`src/core/irqfd_defines.svh`:
```
// Constants for the interrupt request format decoder
// Summary of operation
// - Address bits 31:20 equal FEEh mean interrupt
// - Own fault and completion events bypass remapping
// - Address bit 4 clear means compatibility format
// - Address bit 4 set means remappable format
// - Handle from address 19:5 plus bit 2
// - Address bit 3 is secondary index valid
// - Address bits 1:0 are ignored
// - Data 31:16 must be zero when valid
// - Data ignored when secondary index invalid
// - Data 15:0 is secondary index when valid
// - Requester identifier becomes the source identifier
// - Without remapping built only compatibility format accepted; built but inactive, remappable passes as compatibility
// - Remapping capability advertised by a bit
// - Index is handle, plus secondary when valid
// - Reserved bits set: block, reason 20h
// - Compatibility blocked, while remapping is active, under extended mode or disallowed
`ifndef IRQFD_DEFINES_SVH
`define IRQFD_DEFINES_SVH
`define IRQFD_ID_HI 31
`define IRQFD_ID_LO 20
`define IRQFD_ID_VALUE 12'hfee
`define IRQFD_FMT_BIT 4
`define IRQFD_SIV_BIT 3
`define IRQFD_H15_BIT 2
`define IRQFD_HLO_HI 19
`define IRQFD_HLO_LO 5
`define IRQFD_RSV_REASON 8'h20
`define IRQFD_BOUND_REASON 8'h21
`define IRQFD_NO_REASON 8'h00
`endif

```
`src/core/irqfd_pkg.sv`:
```
// Types for the interrupt request format decoder
package irqfd_pkg;
    typedef enum logic [1:0] {
        IRQFD_NOT_IRQ,
        IRQFD_COMPAT,
        IRQFD_REMAP
    } irqfd_class_t;

    typedef struct packed {
        logic valid;
        logic [31:0] addr;
        logic [31:0] data;
        logic [15:0] requester_id;
        logic internal_event;
    } irqfd_wr_t;

    typedef struct packed {
        logic valid;
        irqfd_class_t format_class;
        logic [15:0] source_id;
        logic [15:0] handle;
        logic secondary_index_valid;
        logic [15:0] secondary_index;
        logic [16:0] table_index;
        logic passthrough;
        logic blocked;
        logic [7:0] fault_reason;
        logic fault_valid;
    } irqfd_req_t;

    typedef struct packed {
        irqfd_req_t req;
        logic bypass_valid;
        irqfd_wr_t bypass;
    } irqfd_state_t;
endpackage : irqfd_pkg

```
`src/core/irqfd_decoder.sv`:
```
// Interrupt request format decoder top module
`timescale 1ns/10ps
`default_nettype none
`include "irqfd_defines.svh"
module irqfd_decoder #(
    parameter bit REMAP_CAPABLE = 1'b1
) (
    input wire logic clock,
    input wire logic srst,
    input wire irqfd_pkg::irqfd_wr_t wr_in,
    input wire logic remap_active_status,
    input wire logic extended_irq_mode_on,
    input wire logic compat_format_allowed,
    input wire logic [16:0] table_entries,
    output logic remap_capable_q,
    output irqfd_pkg::irqfd_req_t req_out_q,
    output logic bypass_valid_q,
    output irqfd_pkg::irqfd_wr_t bypass_out_q
);
    irqfd_pkg::irqfd_state_t state_q;
    irqfd_pkg::irqfd_state_t state_d;
    logic cap_q;

    // Pieces of the incoming write, decoded one step at a time
    logic in_window;
    logic own_event;
    logic is_irq;
    logic fmt_remap;
    logic siv;
    logic [15:0] handle;
    logic [15:0] sec_index;
    logic [15:0] rsv_field;
    logic rsv_bad;
    logic [16:0] idx;
    logic idx_over;
    logic remap_fault;
    logic [7:0] remap_reason;
    logic remap_path;
    logic remap_refused;
    logic compat_gate;
    logic compat_blocked;

    ////////////////////////////////////////////////////////////////////////
    // interrupt window decode
    always_comb begin
        in_window = 1'b0;
        if (wr_in.valid) begin
            if (wr_in.addr[`IRQFD_ID_HI:`IRQFD_ID_LO] == `IRQFD_ID_VALUE) begin
                in_window = 1'b1;
            end
        end
    end

    always_comb begin
        own_event = 1'b0;
        if (wr_in.valid && wr_in.internal_event) begin
            own_event = 1'b1;
        end
    end

    // Own events never enter the lookup path, even inside the window
    always_comb begin
        is_irq = 1'b0;
        if (in_window && !own_event) begin
            is_irq = 1'b1;
        end
    end

    ////////////////////////////////////////////////////////////////////////
    // format bit
    always_comb begin
        fmt_remap = wr_in.addr[`IRQFD_FMT_BIT];
    end

    always_comb begin
        siv = wr_in.addr[`IRQFD_SIV_BIT];
    end

    always_comb begin
        handle = 16'h0000;
        handle[15] = wr_in.addr[`IRQFD_H15_BIT];
        handle[14:0] = wr_in.addr[`IRQFD_HLO_HI:`IRQFD_HLO_LO];
    end

    always_comb begin
        sec_index = 16'h0000;
        if (siv) begin
            sec_index = wr_in.data[15:0];
        end
    end

    // Upper data half, reserved only while the flag is set
    always_comb begin
        rsv_field = wr_in.data[31:16];
    end

    always_comb begin
        rsv_bad = 1'b0;
        if (siv && (rsv_field != 16'h0000)) begin
            rsv_bad = 1'b1;
        end
    end

    ////////////////////////////////////////////////////////////////////////
    // table index sum
    // Seventeen bits keep the carry, so a wrapped sum cannot slip under the bound
    always_comb begin
        idx = {1'b0, handle} + {1'b0, sec_index};
    end

    always_comb begin
        idx_over = 1'b0;
        if (idx >= table_entries) begin
            idx_over = 1'b1;
        end
    end

    always_comb begin
        remap_fault = 1'b0;
        remap_reason = `IRQFD_NO_REASON;
        if (rsv_bad) begin
            remap_fault = 1'b1;
            remap_reason = `IRQFD_RSV_REASON;
        end else if (idx_over) begin
            remap_fault = 1'b1;
            remap_reason = `IRQFD_BOUND_REASON;
        end
    end

    ////////////////////////////////////////////////////////////////////////
    // remap path only when built
    // With remapping switched off every request is handled as compatibility
    always_comb begin
        remap_path = 1'b0;
        if (fmt_remap && REMAP_CAPABLE && remap_active_status) begin
            remap_path = 1'b1;
        end
    end

    always_comb begin
        remap_refused = 1'b0;
        if (fmt_remap && !REMAP_CAPABLE) begin
            remap_refused = 1'b1;
        end
    end

    always_comb begin
        compat_gate = 1'b0;
        if (!fmt_remap && REMAP_CAPABLE && remap_active_status) begin
            if (extended_irq_mode_on || !compat_format_allowed) begin
                compat_gate = 1'b1;
            end
        end
    end

    always_comb begin
        compat_blocked = remap_refused || compat_gate;
    end

    ////////////////////////////////////////////////////////////////////////
    always_comb begin
        state_d = '0;
        if (own_event) begin
            state_d.bypass_valid = 1'b1;
            state_d.bypass = wr_in;
        end
        state_d.req.valid = is_irq;
        state_d.req.source_id = wr_in.requester_id;
        state_d.req.format_class = irqfd_pkg::IRQFD_NOT_IRQ;
        state_d.req.fault_reason = `IRQFD_NO_REASON;
        if (is_irq && !remap_path) begin
            state_d.req.format_class = irqfd_pkg::IRQFD_COMPAT;
            // Compatibility blocking raises no fault of its own
            state_d.req.blocked = compat_blocked;
            state_d.req.passthrough = !compat_blocked;
        end else if (is_irq) begin
            state_d.req.format_class = irqfd_pkg::IRQFD_REMAP;
            state_d.req.handle = handle;
            state_d.req.secondary_index_valid = siv;
            state_d.req.secondary_index = sec_index;
            state_d.req.table_index = idx;
            state_d.req.blocked = remap_fault;
            state_d.req.fault_valid = remap_fault;
            state_d.req.fault_reason = remap_reason;
        end
    end

    ////////////////////////////////////////////////////////////////////////
    // Capability reads zero while reset is held
    always_ff @(posedge clock) begin
        if (srst) begin
            state_q <= '0;
            cap_q <= 1'b0;
        end else begin
            state_q <= state_d;
            cap_q <= REMAP_CAPABLE;
        end
    end

    assign remap_capable_q = cap_q;
    assign req_out_q = state_q.req;
    assign bypass_valid_q = state_q.bypass_valid;
    assign bypass_out_q = state_q.bypass;
endmodule : irqfd_decoder
`default_nettype wire

```
`config.mk`:
```
export PLATFORM = sky130hd
export DESIGN_NAME = irqfd_decoder
export DESIGN_NICKNAME = d
export VERILOG_FILES = /design/src/core/irqfd_pkg.sv /design/src/core/irqfd_decoder.sv
export VERILOG_INCLUDE_DIRS = /design/src /design/src/core
export SDC_FILE = /design/constraint.sdc
export NUM_CORES = 1
export LEC_CHECK = 0
export BUFFER_PORTS_ARGS = -buffer_cell sky130_fd_sc_hd__buf_2
export CAP_MARGIN = 15
export CELL_PAD_IN_SITES_DETAIL_PLACEMENT = 1
export CELL_PAD_IN_SITES_GLOBAL_PLACEMENT = 2
export CORE_ASPECT_RATIO = 2
export CORE_MARGIN = 2
export CORE_UTILIZATION = 29
export DETAILED_ROUTE_END_ITERATION = 7
export PLACE_DENSITY = 0.89
export SLEW_MARGIN = 20
export SYNTH_ARGS = -nofsm -noshare
export SYNTH_HDL_FRONTEND = slang
export SYNTH_SLANG_ARGS = --single-unit
```
`constraint.sdc`:
```
create_clock -name clock -period 7.57 [get_ports clock]
set_input_delay 0.3785 -clock clock [delete_from_list [all_inputs] [get_ports clock]]
set_output_delay 0.3785 -clock clock [all_outputs]
set_load 0.02 [all_outputs]
```
# After elaboration in Yosys (flattened, before gate mapping)
# Cells that the tools add are included.
# word_totals
reg_bits	164
inputBits	104
output_inout_bits	164
elab_cells	64
# op_classes
add_sub_neg	1
magnitude_cmp	1
eq_ne	1
muxes	20
n_bitwise	3
n_reduce_logical	18
# ops
cell	n
83-bit 2-to-1 mux	1
16-bit by 16-bit adder with 17-bit output	1
17-bit >= comparator	1
16-bit 2-to-1 mux	1
16-bit nonzero test	1
1-bit 2-to-1 mux	14
12-bit == test (second input constant)	1
6-bit 2-to-1 mux	2
10-bit 2-to-1 mux	1
1-bit logical AND	6
2-bit OR reduction	3
1-bit zero test	5
4-bit OR reduction	1
1-bit NOT	3
3-bit OR reduction	1
2-bit 2-to-1 mux	1
1-bit logical OR	1

# Logic depth before layout (Yosys ltp)
# Gate-level depths: netlist (run 1).
# logic_depth
word_depth	8
ltp_mapped	17
ltp_nobuf	16

# Worst setup path after synthesis (run 1)
# Ideal clock, no wire load.
# synth_timing
path_kind	input -> register
startpoint	input wr_in[52] (netlist name)
endpoint	register state_q (netlist bit req_out_q[9])
setup_time_ns	0.074
arrival_ns	3.291
t_required_ns	7.496
path_slack_ns	4.205
cell_stages	17
path_buffers	1
path_cell_list	clkbuf_1 > and2_1 > ha_1 > inv_1 > fa_1 > nor2b_1 > o31a_2 > a41oi_4 > o21a_1 > xnor2_1 > ha_1 > nand4_1 > nor4_1 > nor2_1 > a21oi_1 > and4bb_2 > a31oi_1
# synth_between
elab_chain_len	8
word_cells_on_any_way	10
classes_between	add/sub (1); order compare (1); mux (7); reduce/logical (1)
# synth_rtl
element	line_no	rtl
from (decl)	irqfd_decoder.sv:10	input wire irqfd_pkg::irqfd_wr_t wr_in,
16-bit 2-to-1 mux	irqfd_decoder.sv:87	if (siv) begin
via sec_index[0]	irqfd_decoder.sv:31	logic [15:0] sec_index;
16-bit by 16-bit adder with 17-bit output	irqfd_decoder.sv:108	idx = {1'b0, handle} + {1'b0, sec_index};
via idx[10]	irqfd_decoder.sv:34	logic [16:0] idx;
17-bit >= comparator	irqfd_decoder.sv:113	if (idx >= table_entries) begin
1-bit 2-to-1 mux	irqfd_decoder.sv:113	
1-bit 2-to-1 mux	irqfd_decoder.sv:124	end else if (idx_over) begin
1-bit 2-to-1 mux	irqfd_decoder.sv:121	if (rsv_bad) begin
10-bit 2-to-1 mux	irqfd_decoder.sv:176	end else if (is_irq) begin
1-bit 2-to-1 mux	irqfd_decoder.sv:171	if (is_irq && !remap_path) begin
to (signal assigned)	irqfd_decoder.sv:195	state_q <= state_d;
to (decl)	irqfd_decoder.sv:20	irqfd_pkg::irqfd_state_t state_q;
# The timed path passes the listed nets, and every way through them passes these cells.
# A chain may end at the register's enable or synchronous reset.

# Worst setup path after layout (run 1)
# Same ends and word-level chain as after synthesis.

==> flow_results.org, run 1 <==
** Power and ir drop
- VDD IR max :: about 130 uV
- In this run the power density over the cells is roughly 250 nW/um^2.
- The design draws around 1.9 mW.
- Leakage power :: approximately 4.0 nW

** Critical path
- Crit path largest cell delay :: approximately 400 ps
- Type of destination of the critical path :: register
- Crit path launch type :: input pin
- STA puts the critical path data arrival time at slightly below 4000 ps.
- The number of buffers and inverters on the critical path is 2.
- Along the worst path, the maximum fanout reaches 34.
- In this design, the largest share of critical-path delay is due to compound AO/OA/AOI/OAI gates.
- Data on the critical path is required at its endpoint by 7880 ps.
- Highest-delay cell along the critical path :: sky130_fd_sc_hd__fa_1
- The setup path with the least slack is of type input pin to register.
- The critical path goes through buf_2 > and2_1 > ha_1 > inv_1 > fa_1 > nor2b_1 > o31a_2 > a41oi_4 > o311ai_2 > xor2_1 > ha_1 > a21oi_1 > nor2b_1 > o21ai_0 > and4bb_2 > a31oi_1.

** Global routing
- After global routing the overflow that remains totals 0.
- Across every metal layer, demand over resource in global routing totals 18.1%.
- Entering global routing, the biggest net connects 53 pins.
- Number of global-route vias before repair :: slightly below 5,000
- Number of antenna violations at the first check in global routing :: 0
- First-pass GRT wire length :: 27,200 um

** Routing
- For this block, the initial DRC count from the detailed router was ~120.
- Drt drc :: 0
- The first detailed-routing pass ran for 4 iterations.
- In the final routed layout, each cell accounts on average for approximately 17 um.
- Aggregate routed wire length :: about 18,000 um
- The routed layout has between 4,000 and 5,000 vias.
- DRT antenna net count :: 0
- In the routed layout, each cell is associated on average with a via count of approximately 4.4.

** Timing
- Setup violations remaining at the end of the flow were counted as 0.
- Unrepaired setup endpoints after global routing :: false
- The worst path in the final design needs a cycle of around 3500 ps, including I/O delays and setup.
- The tightest hold path in the finished design has a slack of ~160 ps.
- Derived from the worst setup path, the maximum achievable clock frequency is around 0.28 GHz.
- Period utilization :: 46.7%
- The max-slew violation count came to 0.
- The final hold violation count is 0.
- Worst-Margin Slew :: between 800 and 900 ps
- Max_slew headroom :: approximately two fifths
- Setup total negative slack on the finished layout was measured at 0 ps.

** Place
- Final weighted congestion in routability-driven placement :: 0.918
- Summed over all nets, the half-perimeter wirelength after detailed placement is 14,400 um.
- Input and output buffers added on the ports amount to ~260.

** Floorplanning
- The initial utilization of the core area, before any placement, comes to roughly 29%.
- Io pins :: about 270
- Die H :: just over 200 um
- Floorplan die width :: between 100 and 150 um
- Total core area :: just under 20,000 um^2
- The die covers between 20,000 and 25,000 um^2.
- Number of placement rows :: roughly 70

** CTS
- Gates resized, CTS repair :: 0
- Buffers from clock root to sink, at most :: 2
- The cell sitting at the root of the clock tree is a sky130_fd_sc_hd__clkbuf_16.
- Post-CTS clock slew at the launch and capture registers of the worst setup and hold paths :: ~60 ps
- Number of hold-repair buffers added at the cts stage :: 0
- TritonCTS clock tree :: done
- Buffers inserted during clock tree synthesis total 17.
- Buffers added to address setup during post-CTS repair amount to 0.
- The H-tree generated during clock tree synthesis spans 4 levels.
- For this design, the sink count on the clock tree is roughly 160.

** Layout
- The library cell used most frequently in the layout, excluding fill and tap cells, is sky130_fd_sc_hd__buf_2.
- Fraction of final layout cells with drive strength greater than 1 :: between 30 and 40%
- Antenna diodes :: 0
- Net count reported at finish :: 933
- Compared with the post-synthesis result, the final layout area differs by 37.2%.
- Commonest cells after routing, fill and taps aside :: sky130_fd_sc_hd__buf_2, sky130_fd_sc_hd__dfxtp_1, sky130_fd_sc_hd__and2_1, sky130_fd_sc_hd__nor2b_1, sky130_fd_sc_hd__ha_1

** Synth
- Of the synthesized area, sequential elements account for between 50% and 60%.
- Ys Warns :: 0
- The cell count after synthesis came out at 534.
- The synthesized design contains 157 register bits.
- The synthesized netlist occupies a cell area of between 5000 and 6000 um^2.
- In this run, synthesis inferred 0 flip-flops with an integrated enable.
- After synthesis, the netlist uses 48 different library cells.
- Dominant register cell in the synthesized netlist :: sky130_fd_sc_hd__dfxtp_1
- The average instance in the mapped netlist occupies 10.6 um^2.
- Asr flop ratio synth :: 0%

** Outcome
- Outcome :: finished clean

** Min path
- The tightest min-delay check is of the input pin to register type.

** Run
- Count of max-cap constraint violations :: 0
[layer usage]
| layer | track usage (%) | wire, um |
|---|---|---|
| met5 | 0 | 0 |
| met3 | 5.07 | 1210 |
| met2 | 34.3 | 10200 |
| met4 | 9.87 | 775 |
| met1 | 16.4 | 6040 |
[logic make-up after synthesis]
kind of cell               synth area share [%]
AOI/OAI and AO/OA                          6.34
DFF                                        55.5
other                                    0.0662
buffers and inverters                      4.66
adders and majority gates                  7.64
xor gates and xnor gates                   1.39
and+or+nand+nor                            24.4
[flip-flops by register name (all words and copies together) (netlist names)]
signal and cells:
remap_capable_q 1, bypass_out_q 82, req_out_q 73, bypass_valid_q 1
[final cells by class]
| class | count | area [um^2] |
|---|---|---|
| clock buffers | 18 | 429 |
| clock inverters | 14 | 168 |
| fillers | 2347 | 11500 |
| inverters | 28 | 110 |
| multi-input cells | 329 | 2280 |
| flip-flops and latches | 157 | 3140 |
| well taps | 259 | 324 |
| repair buffers | 262 | 1310 |
[power by group]
group	internal, mW	switching (mW)	total, mW
logic	0.0865	0.131	0.217
registers	0.843	0.00341	0.846
clock network	0.519	0.344	0.863
total	1.45	0.479	1.93
[synth_stat cells, types with 2 or more instances]
cell | instances | share of area (%)
sky130_fd_sc_hd__dfxtp_1 | 157 | 56
sky130_fd_sc_hd__and2_1 | 107 | 12
sky130_fd_sc_hd__nor2b_1 | 38 | 4.2
sky130_fd_sc_hd__ha_1 | 33 | 7.3
sky130_fd_sc_hd__inv_1 | 27 | 1.8
sky130_fd_sc_hd__a21oi_1 | 22 | 1.9
sky130_fd_sc_hd__nor2_1 | 18 | 1.2
sky130_fd_sc_hd__clkbuf_1 | 14 | 0.93
sky130_fd_sc_hd__nand2_1 | 12 | 0.80
sky130_fd_sc_hd__and3_1 | 10 | 1.1
sky130_fd_sc_hd__o21ai_0 | 10 | 0.88
sky130_fd_sc_hd__nand4_1 | 9 | 0.99
sky130_fd_sc_hd__buf_4 | 7 | 0.93
sky130_fd_sc_hd__xnor2_1 | 7 | 1.1
sky130_fd_sc_hd__and3_2 | 6 | 0.80
sky130_fd_sc_hd__nor4_1 | 5 | 0.55
sky130_fd_sc_hd__a21boi_0 | 4 | 0.53
sky130_fd_sc_hd__a31oi_1 | 4 | 0.44
sky130_fd_sc_hd__nor3_1 | 4 | 0.35
sky130_fd_sc_hd__a21o_1 | 3 | 0.40
sky130_fd_sc_hd__buf_6 | 3 | 0.60
sky130_fd_sc_hd__nand3_1 | 3 | 0.27
sky130_fd_sc_hd__o21a_1 | 3 | 0.40
sky130_fd_sc_hd__o21bai_1 | 2 | 0.27
sky130_fd_sc_hd__or3_1 | 2 | 0.22
sky130_fd_sc_hd__xor2_1 | 2 | 0.31
[final timing paths]
kind      start               end  slack, ps  depth (start not counted)
max   wr_in[52]      req_out_q[9]       4030                         16
min   wr_in[49]  bypass_out_q[49]        160                          2
[metrics by stage]
step	setup WS, ps	cells	utilization (%)	instance area [um^2]
final	4030	1067	40.3	7770
after global placement	3630	1035	37.2	7170
after floorplan	4210	539	-	5680
after CTS	3990	1067	40.3	7770
after global routing	3680	1067	40.3	7770
after detailed placement	3510	1035	37.2	7170
Note: power is estimated with default switching activity, not from simulation.
==> run 2, diff against run 1 <==
--- a/config.mk
+++ b/config.mk
@@ -6,15 +6,16 @@
 export SDC_FILE = /design/constraint.sdc
 export NUM_CORES = 1
 export LEC_CHECK = 0
+export ABC_AREA = 1
 export BUFFER_PORTS_ARGS = -buffer_cell sky130_fd_sc_hd__buf_2
 export CAP_MARGIN = 15
 export CELL_PAD_IN_SITES_DETAIL_PLACEMENT = 1
 export CELL_PAD_IN_SITES_GLOBAL_PLACEMENT = 2
 export CORE_ASPECT_RATIO = 2
 export CORE_MARGIN = 2
-export CORE_UTILIZATION = 29
+export CORE_UTILIZATION = 23
 export DETAILED_ROUTE_END_ITERATION = 7
-export PLACE_DENSITY = 0.89
+export PLACE_DENSITY = 0.8
 export SLEW_MARGIN = 20
 export SYNTH_ARGS = -nofsm -noshare
 export SYNTH_HDL_FRONTEND = slang
==> constraint.sdc (replaced) <==
create_clock -name clock -period 3.2 [get_ports clock]
set_input_delay 0.16 -clock clock [delete_from_list [all_inputs] [get_ports clock]]
set_output_delay 0.16 -clock clock [all_outputs]
set_load 0.02 [all_outputs]
==> flow_results.org, run 2 <==
** Outcome
- The flow ran to the end, and the final reports show no timing, DRC or antenna violations.

** Layout
- Flip-flop count of the largest register after layout :: 82
- Summing all non-filler instances in the final layout gives an area of between 8000 and 9000 um^2.
- Net count reported at finish :: 1,199
- The post-route netlist has about a third of its cells at a drive strength greater than 1.
- Post-layout instance count excluding filler cells :: 1,415
- Leaving out fill and tap cells, the most frequent cells in the layout are sky130_fd_sc_hd__buf_2, sky130_fd_sc_hd__dfxtp_1, sky130_fd_sc_hd__inv_1, sky130_fd_sc_hd__nor2_1, sky130_fd_sc_hd__nand2_1.
- The filler cells instantiated in the layout total roughly 3,100.
- Relative to the synthesized area, the layout overhead comes to 50.3%.
- The library cell used most frequently in the layout, excluding fill and tap cells, is sky130_fd_sc_hd__buf_2.

** Power and ir drop
- Per report_power, the clock group accounts for around 44% of the total.
- Power share of the sequential group :: approximately two fifths
- Leakage power :: ~5.2 nW
- Internal cell power :: approximately 3.5 mW
- Summed over all nets, the switching power comes to between 1 and 1.5 mW.
- Power per cell area :: roughly 540 nW/um^2
- Of the total power, the share spent switching nets is around 28%.
- Overall power after layout :: just under 5 mW
- The worst-case IR drop observed on VDD is around 330 uV.
- Of the total power, combinational logic draws between 10% and 20%.

** Synth
- After synthesis, the mean cell area works out to around 8.2 um^2.
- The biggest area contributor in the post-synthesis netlist is sky130_fd_sc_hd__dfxtp_1.
- Ys Warns :: 0
- Synthesis inferred approximately 160 register bits.
- Synthesis produced ~720 cells.
- Sequential cells were found to cover 52.7% of the synthesized design area.
- Counting instances in the post-synthesis netlist gives the leading cell types as sky130_fd_sc_hd__dfxtp_1, sky130_fd_sc_hd__inv_1, sky130_fd_sc_hd__nor2_1.
- Yosys mapped a number of flops with a built-in enable equal to 0.
- Yosys mapped the design onto 32 distinct sky130hd cell types.
- Cell with the most instances after synthesis :: sky130_fd_sc_hd__dfxtp_1
- The synthesized design devotes to its leading area cell type between 50 and 60% of total area.
- The synthesized netlist occupies a cell area of 5970 um^2.
- Leading cell types by total area after synthesis :: sky130_fd_sc_hd__dfxtp_1, sky130_fd_sc_hd__inv_1, sky130_fd_sc_hd__nor2_1
- Dominant register cell in the synthesized netlist :: sky130_fd_sc_hd__dfxtp_1
- Asr flop ratio synth :: 0%

** Floorplanning
- The initial utilization of the core area, before any placement, comes to a little under a quarter.
- From bottom edge to top edge, the die measures 232 um.
- Row generation in the floorplan step produced 83 rows.
- Floorplan die width :: between 100 and 150 um
- Total core area :: between 20,000 and 30,000 um^2
- Io pins :: around 270
- Full die area :: 27,300 um^2

** Routing
- For this block, the initial DRC count from the detailed router was between 150 and 200.
- Once detail routing completed, the nets flagged for antenna violations numbered 0.
- Mean number of vias per cell :: just over 4
- The first detailed-routing pass ran for 4 iterations.
- Aggregate routed wire length :: about 23,000 um
- Drt drc :: 0
- Average detailed-routed wire length per instance :: around 16 um
- Routed via count :: between 5,000 and 6,000

** CTS
- The cell sitting at the root of the clock tree is a sky130_fd_sc_hd__clkbuf_16.
- Clock-pin slew was measured on the worst setup and hold paths at roughly 70 ps.
- CTS Buf Count :: 17
- Buffers from clock root to sink, at most :: 2
- TritonCTS clock tree :: done
- The clock net in this run drives a total of around 160 sinks.
- CTS built an H-tree with a depth of 4.

** Timing
- After layout, the worst setup slack is approximately 200 ps.
- For the pin with the worst max-slew slack, the measured transition is 760 ps.
- Static timing analysis puts the maximum clock frequency at approximately 0.33 GHz.
- Of the available clock period, the critical path in the final layout requires between 90% and 100%.
- The max-slew violation count came to 0.
- Total negative slack :: 0 ps
- Final critical-path required period :: between 3000 and 4000 ps
- Measured against its own limit, the worst slew margin works out to between 40% and 50%.
- The final hold violation count was 0.
- Finish-stage setup viols :: 0

** Global routing
- The first global-routing pass estimated ~34,000 um of wire.
- After global routing the overflow that remains totals 0.
- Global-route usage over all layers :: ~17%
- The number of global-route vias before repair was 6,315.
- Entering global routing, the biggest net connects 60 pins.
- The initial antenna violation count is 1.

** Critical path
- Required time of the critical path :: between 3000 and 4000 ps
- Critical path fanouts, max :: 3
- The worst setup path is of the input pin to register kind.
- Endpoint arrival time on the critical path :: ~3300 ps
- STA classifies the critical path endpoint as a register.
- STA classifies the critical path startpoint as an input pin.

** Place
- Quantity of I/O buffers inserted on ports :: 261
- Area after DPL :: approximately 7600 um^2
- Number of instances in the placed design :: 1,309
- Pre-CTS setup slack :: approximately 96 ps
- Detailed placement finished with a half-perimeter wire length of between 15,000 and 20,000 um.
- Final weighted congestion in routability-driven placement :: 0.809

** Min path
- The path class of the tightest hold or removal check is input pin to register.

** Run
- Max-cap violations in this run came to 0.
[run 2: changes by cell type after synthesis, moves of 10 or more]
cell / change
sky130_fd_sc_hd__and2_1: -104
sky130_fd_sc_hd__nor2_1: +131
sky130_fd_sc_hd__clkbuf_1: -10
sky130_fd_sc_hd__inv_1: +127
sky130_fd_sc_hd__nand2_1: +94
sky130_fd_sc_hd__nor2b_1: -38
sky130_fd_sc_hd__and3_1: -10
sky130_fd_sc_hd__nor2_4: +10
[run 2: kinds of logic after synthesis]
group | count (synthesis) | synth area share, %
fa+ha+maj | 34 | 7.26
buf+inv | 181 | 12.7
compound gates | 38 | 3.52
flops | 157 | 52.7
xor+xnor | 8 | 1.17
simple gates | 305 | 22.6
other cells | 1 | 0.0628
[run 2: critical path, stage by stage]
cell and delay, ps:
sky130_fd_sc_hd__dlygate4sd3_1 520, sky130_fd_sc_hd__buf_2 130, sky130_fd_sc_hd__nand2_1 60, sky130_fd_sc_hd__inv_1 60, sky130_fd_sc_hd__ha_1 160, sky130_fd_sc_hd__inv_1 60, sky130_fd_sc_hd__fa_2 340, sky130_fd_sc_hd__inv_1 80
sky130_fd_sc_hd__nand3_1 90, sky130_fd_sc_hd__nand2_2 100, sky130_fd_sc_hd__buf_4 110, sky130_fd_sc_hd__nand4_1 140, sky130_fd_sc_hd__nand4_1 140, sky130_fd_sc_hd__nand2_1 120, sky130_fd_sc_hd__ha_1 330, sky130_fd_sc_hd__a21oi_1 200
sky130_fd_sc_hd__nand2_1 80, sky130_fd_sc_hd__a21oi_1 130, sky130_fd_sc_hd__nand4_1 150, sky130_fd_sc_hd__nand2_2 110, sky130_fd_sc_hd__nand3_1 70
[run 2: final cells by class]
class	count	area [um^2]	share of cell area, %
Sequential cell	157	3140	35.0
Multi-Input combinational cell	391	2140	23.8
Timing Repair Buffer	337	2050	22.9
Inverter	157	592	6.60
Clock buffer	17	425	4.74
Tap cell	340	425	4.74
Clock inverter	15	191	2.13
Antenna cell	1	2.50	0.0279
[run 2: repair_timing]
item,CTS,global route
setup buffers,0,3
endpoints found under the hold margin,106,0
gates resized for setup,0,12
hold buffers,70,0
endpoints found under the setup margin,0,3
[run 2: layer usage]
metal / GRT usage [%] / part of all wire (%) / up-vias / wire length, um
li1: - / - / 2790 / -
met1: 13.7 / 31 / 2632 / 6970
met2: 35.1 / 60 / 209 / 13500
met3: 3.63 / 4.3 / 62 / 983
met4: 10.1 / 5.3 / 0 / 1200
met5: 0 / 0 / - / 0
[run 2: worst paths after layout]
kind  startpoint       endpoint  slack [ps]  cells after the start
min    wr_in[61]  req_out_q[52]          30                      3
max    wr_in[17]   req_out_q[9]         200                     21
[run 2: power by group through the flow]
stage | sequential, mW | clock, mW | combinational [mW]
6_report | 2.00 | 2.13 | 0.694
5_1_grt | 2.00 | 2.27 | 0.780
4_1_cts | 2.00 | 2.20 | 0.689
3_5_place_dp | 2.05 | 0 | 0.614
3_3_place_gp | 2.04 | 0 | 0.606
2_1_floorplan | 2.10 | 0 | 0.326
[run 2: stage by stage]
step	hold slack (ps)	utilization, %
floorplan	272	-
finish	26.4	35.1
global placement	375	29.7
global route	35.6	35.1
detailed placement	382	29.7
CTS	2.28	34.8
==> run 3, diff against run 2 <==
--- a/config.mk
+++ b/config.mk
@@ -6,17 +6,16 @@
 export SDC_FILE = /design/constraint.sdc
 export NUM_CORES = 1
 export LEC_CHECK = 0
-export ABC_AREA = 1
 export BUFFER_PORTS_ARGS = -buffer_cell sky130_fd_sc_hd__buf_2
 export CAP_MARGIN = 15
 export CELL_PAD_IN_SITES_DETAIL_PLACEMENT = 1
 export CELL_PAD_IN_SITES_GLOBAL_PLACEMENT = 2
 export CORE_ASPECT_RATIO = 2
 export CORE_MARGIN = 2
-export CORE_UTILIZATION = 23
+export CORE_UTILIZATION = 24
 export DETAILED_ROUTE_END_ITERATION = 7
-export PLACE_DENSITY = 0.8
-export SLEW_MARGIN = 20
+export PLACE_DENSITY = 0.79
+export SLEW_MARGIN = 30
 export SYNTH_ARGS = -nofsm -noshare
 export SYNTH_HDL_FRONTEND = slang
 export SYNTH_SLANG_ARGS = --single-unit
==> flow_results.org, run 3 (synthesis gave the netlist of run 1 again) <==
** Global routing
- First-pass GRT wire length :: 31,700 um
- Summed over all layers, the global routing overflow is 0.
- Global routing used 17.1% of the available tracks across all layers.
- Entering global routing, the biggest net connects 47 pins.
- The number of global-route vias before repair came to about 5,700.
- Number of antenna violations at the first check in global routing :: 3

** Timing
- Total negative slack :: 0 ps
- The worst path uses around 95% of the clock period.
- At the pin with the least slew margin, the transition time is 696 ps.
- Final critical-path required period :: around 3000 ps
- For this run, the top clock speed supported by timing is about 0.33 GHz.
- Finish-stage setup viols :: 0
- The max-slew violation count came to 0.
- Worst setup margin :: about 170 ps
- Max_slew headroom :: between 50% and 60%
- The final hold violation count came to 0.

** Power and ir drop
- Dividing total power by cell area gives a power density of about 520 nW/um^2.
- Overall power after layout :: approximately 4.7 mW
- The analysis attributes to cell leakage a power of roughly 4.5 nW.
- IR analysis of the VDD net gives a maximum drop of just under 500 uV.

** Critical path
- The worst setup path is launched from an input pin.
- Required time of the critical path :: roughly 3600 ps
- Critical path class :: input pin to register
- The worst setup path is captured at a register.
- At the worst endpoint, the arrival time is 3390 ps.
- Critical path fanouts, max :: 3

** CTS
- CTS Buf Count :: 17
- Buffers from clock root to sink, at most :: 2
- H-Tree Depth :: 4
- The clock net in this run drives a total of 157 sinks.
- The root buffer cell chosen for the clock tree is sky130_fd_sc_hd__clkbuf_16.
- Clock-pin slew was measured on the worst setup and hold paths at 60 ps.
- TritonCTS clock tree :: done

** Min path
- Worst Hold Class :: input pin to register

** Routing
- DRT antenna net count :: 0
- Using the TritonRoute via totals, the vias-per-cell ratio works out to between 4 and 5.
- Routed via count :: ~5,000
- Count of TritonRoute iterations in the first routing pass :: 4
- After the first detailed-routing iteration, the DRC count stood at between 100 and 150.
- Drt drc :: 0
- Aggregate routed wire length :: 21,000 um
- Average detailed-routed wire length per instance :: around 17 um

** Layout
- Post-layout instance count excluding filler cells :: between 1,000 and 1,500
- In the layout the commonest cells are sky130_fd_sc_hd__buf_2, sky130_fd_sc_hd__dfxtp_1, sky130_fd_sc_hd__and2_1, sky130_fd_sc_hd__dlygate4sd3_1, sky130_fd_sc_hd__buf_4.
- The register with the most flip-flops in the layout has roughly 80 of them.
- Net count reported at finish :: between 1,000 and 1,500
- Final non-filler cell area :: ~8900 um^2
- Cells with a size suffix above 1 make up roughly two fifths of the layout.
- From synthesis to final layout, the design area changed by 57.8%.
- Filler Cell Count :: 2,683
- Leaving out fill and tap cells, the most frequent cell in the layout is sky130_fd_sc_hd__buf_2.

** Floorplanning
- Initial core utilization :: roughly 24%
- Total core area :: about 23,000 um^2
- Io pins :: 268
- In this run the vertical extent of the chip is about 220 um.
- The floorplan step defined a die boundary enclosing around 25,000 um^2.
- Floorplan die width :: around 110 um
- Row generation in the floorplan step produced 79 rows.

** Outcome
- Outcome :: finished clean

** Place
- Input and output buffers added on the ports amount to around 260.
- Area after DPL :: between 7000 and 8000 um^2
- Final weighted congestion in routability-driven placement :: 0.856
- Detailed Place HPWL :: roughly 16,000 um
- Pre-CTS setup slack :: -254 ps
- The number of placed instances, taps included, is around 1,100.

** Run
- The tool flagged a number of max-cap violations equal to 0.
-- run 3: layout make-up --
type                            instances  area, um^2  area share [%]
Sequential cell                       157        3140            35.2
Clock buffer                           18         429            4.80
Multi-Input combinational cell        329        2350            26.3
Antenna cell                            3        7.51          0.0840
Timing Repair Buffer                  379        2390            26.8
Inverter                               28         110            1.23
Tap cell                              283         354            3.96
Clock inverter                         14         148            1.65
-- run 3: per-layer routing --
layer	GRT usage [%]	wire, um	vias to the layer above
met5	0	0	-
met4	12.4	1410	0
met3	4.30	1130	55
met2	32.3	11600	212
met1	15.0	6840	2375
li1	-	-	2491
-- run 3: path summary, 6_finish.rpt --
check,from,end,slack (ps),cells after the start
max,wr_in[28],req_out_q[6],170,15
min,wr_in[62],req_out_q[53],20,2
-- run 3: critical path: stages --
cell,delay (ps)
sky130_fd_sc_hd__dlygate4sd3_1,550
sky130_fd_sc_hd__buf_2,150
sky130_fd_sc_hd__and2_1,160
sky130_fd_sc_hd__ha_1,300
sky130_fd_sc_hd__a21oi_1,160
sky130_fd_sc_hd__o21ai_1,130
sky130_fd_sc_hd__a31oi_2,300
sky130_fd_sc_hd__o311ai_2,160
sky130_fd_sc_hd__xor2_1,200
sky130_fd_sc_hd__ha_1,320
sky130_fd_sc_hd__nand4_1,130
sky130_fd_sc_hd__buf_4,160
sky130_fd_sc_hd__a21oi_1,90
sky130_fd_sc_hd__and4bb_2,290
sky130_fd_sc_hd__a21oi_1,140
-- run 3: per-stage QoR --
step | hold WS [ps] | util [%]
global placement | 360 | 32.3
global route | 11.2 | 38.5
detailed placement | 368 | 32.3
finish | 18.8 | 38.5
floorplan | 248 | -
CTS | 0.432 | 38.1
-- run 3: power breakdown --
group | switching [mW] | internal, mW | total, mW
clock | 0.891 | 1.10 | 1.99
combinational | 0.351 | 0.319 | 0.670
sequential | 0.00879 | 1.99 | 2.00
-- run 3: repair_timing --
| action | CTS | global route |
|---|---|---|
| buffers inserted | 0 | 2 |
| endpoints found under the hold margin | 96 | 0 |
| hold buffers | 76 | 0 |
| endpoints found under the setup margin | 0 | 3 |
| gates resized for setup | 0 | 18 |
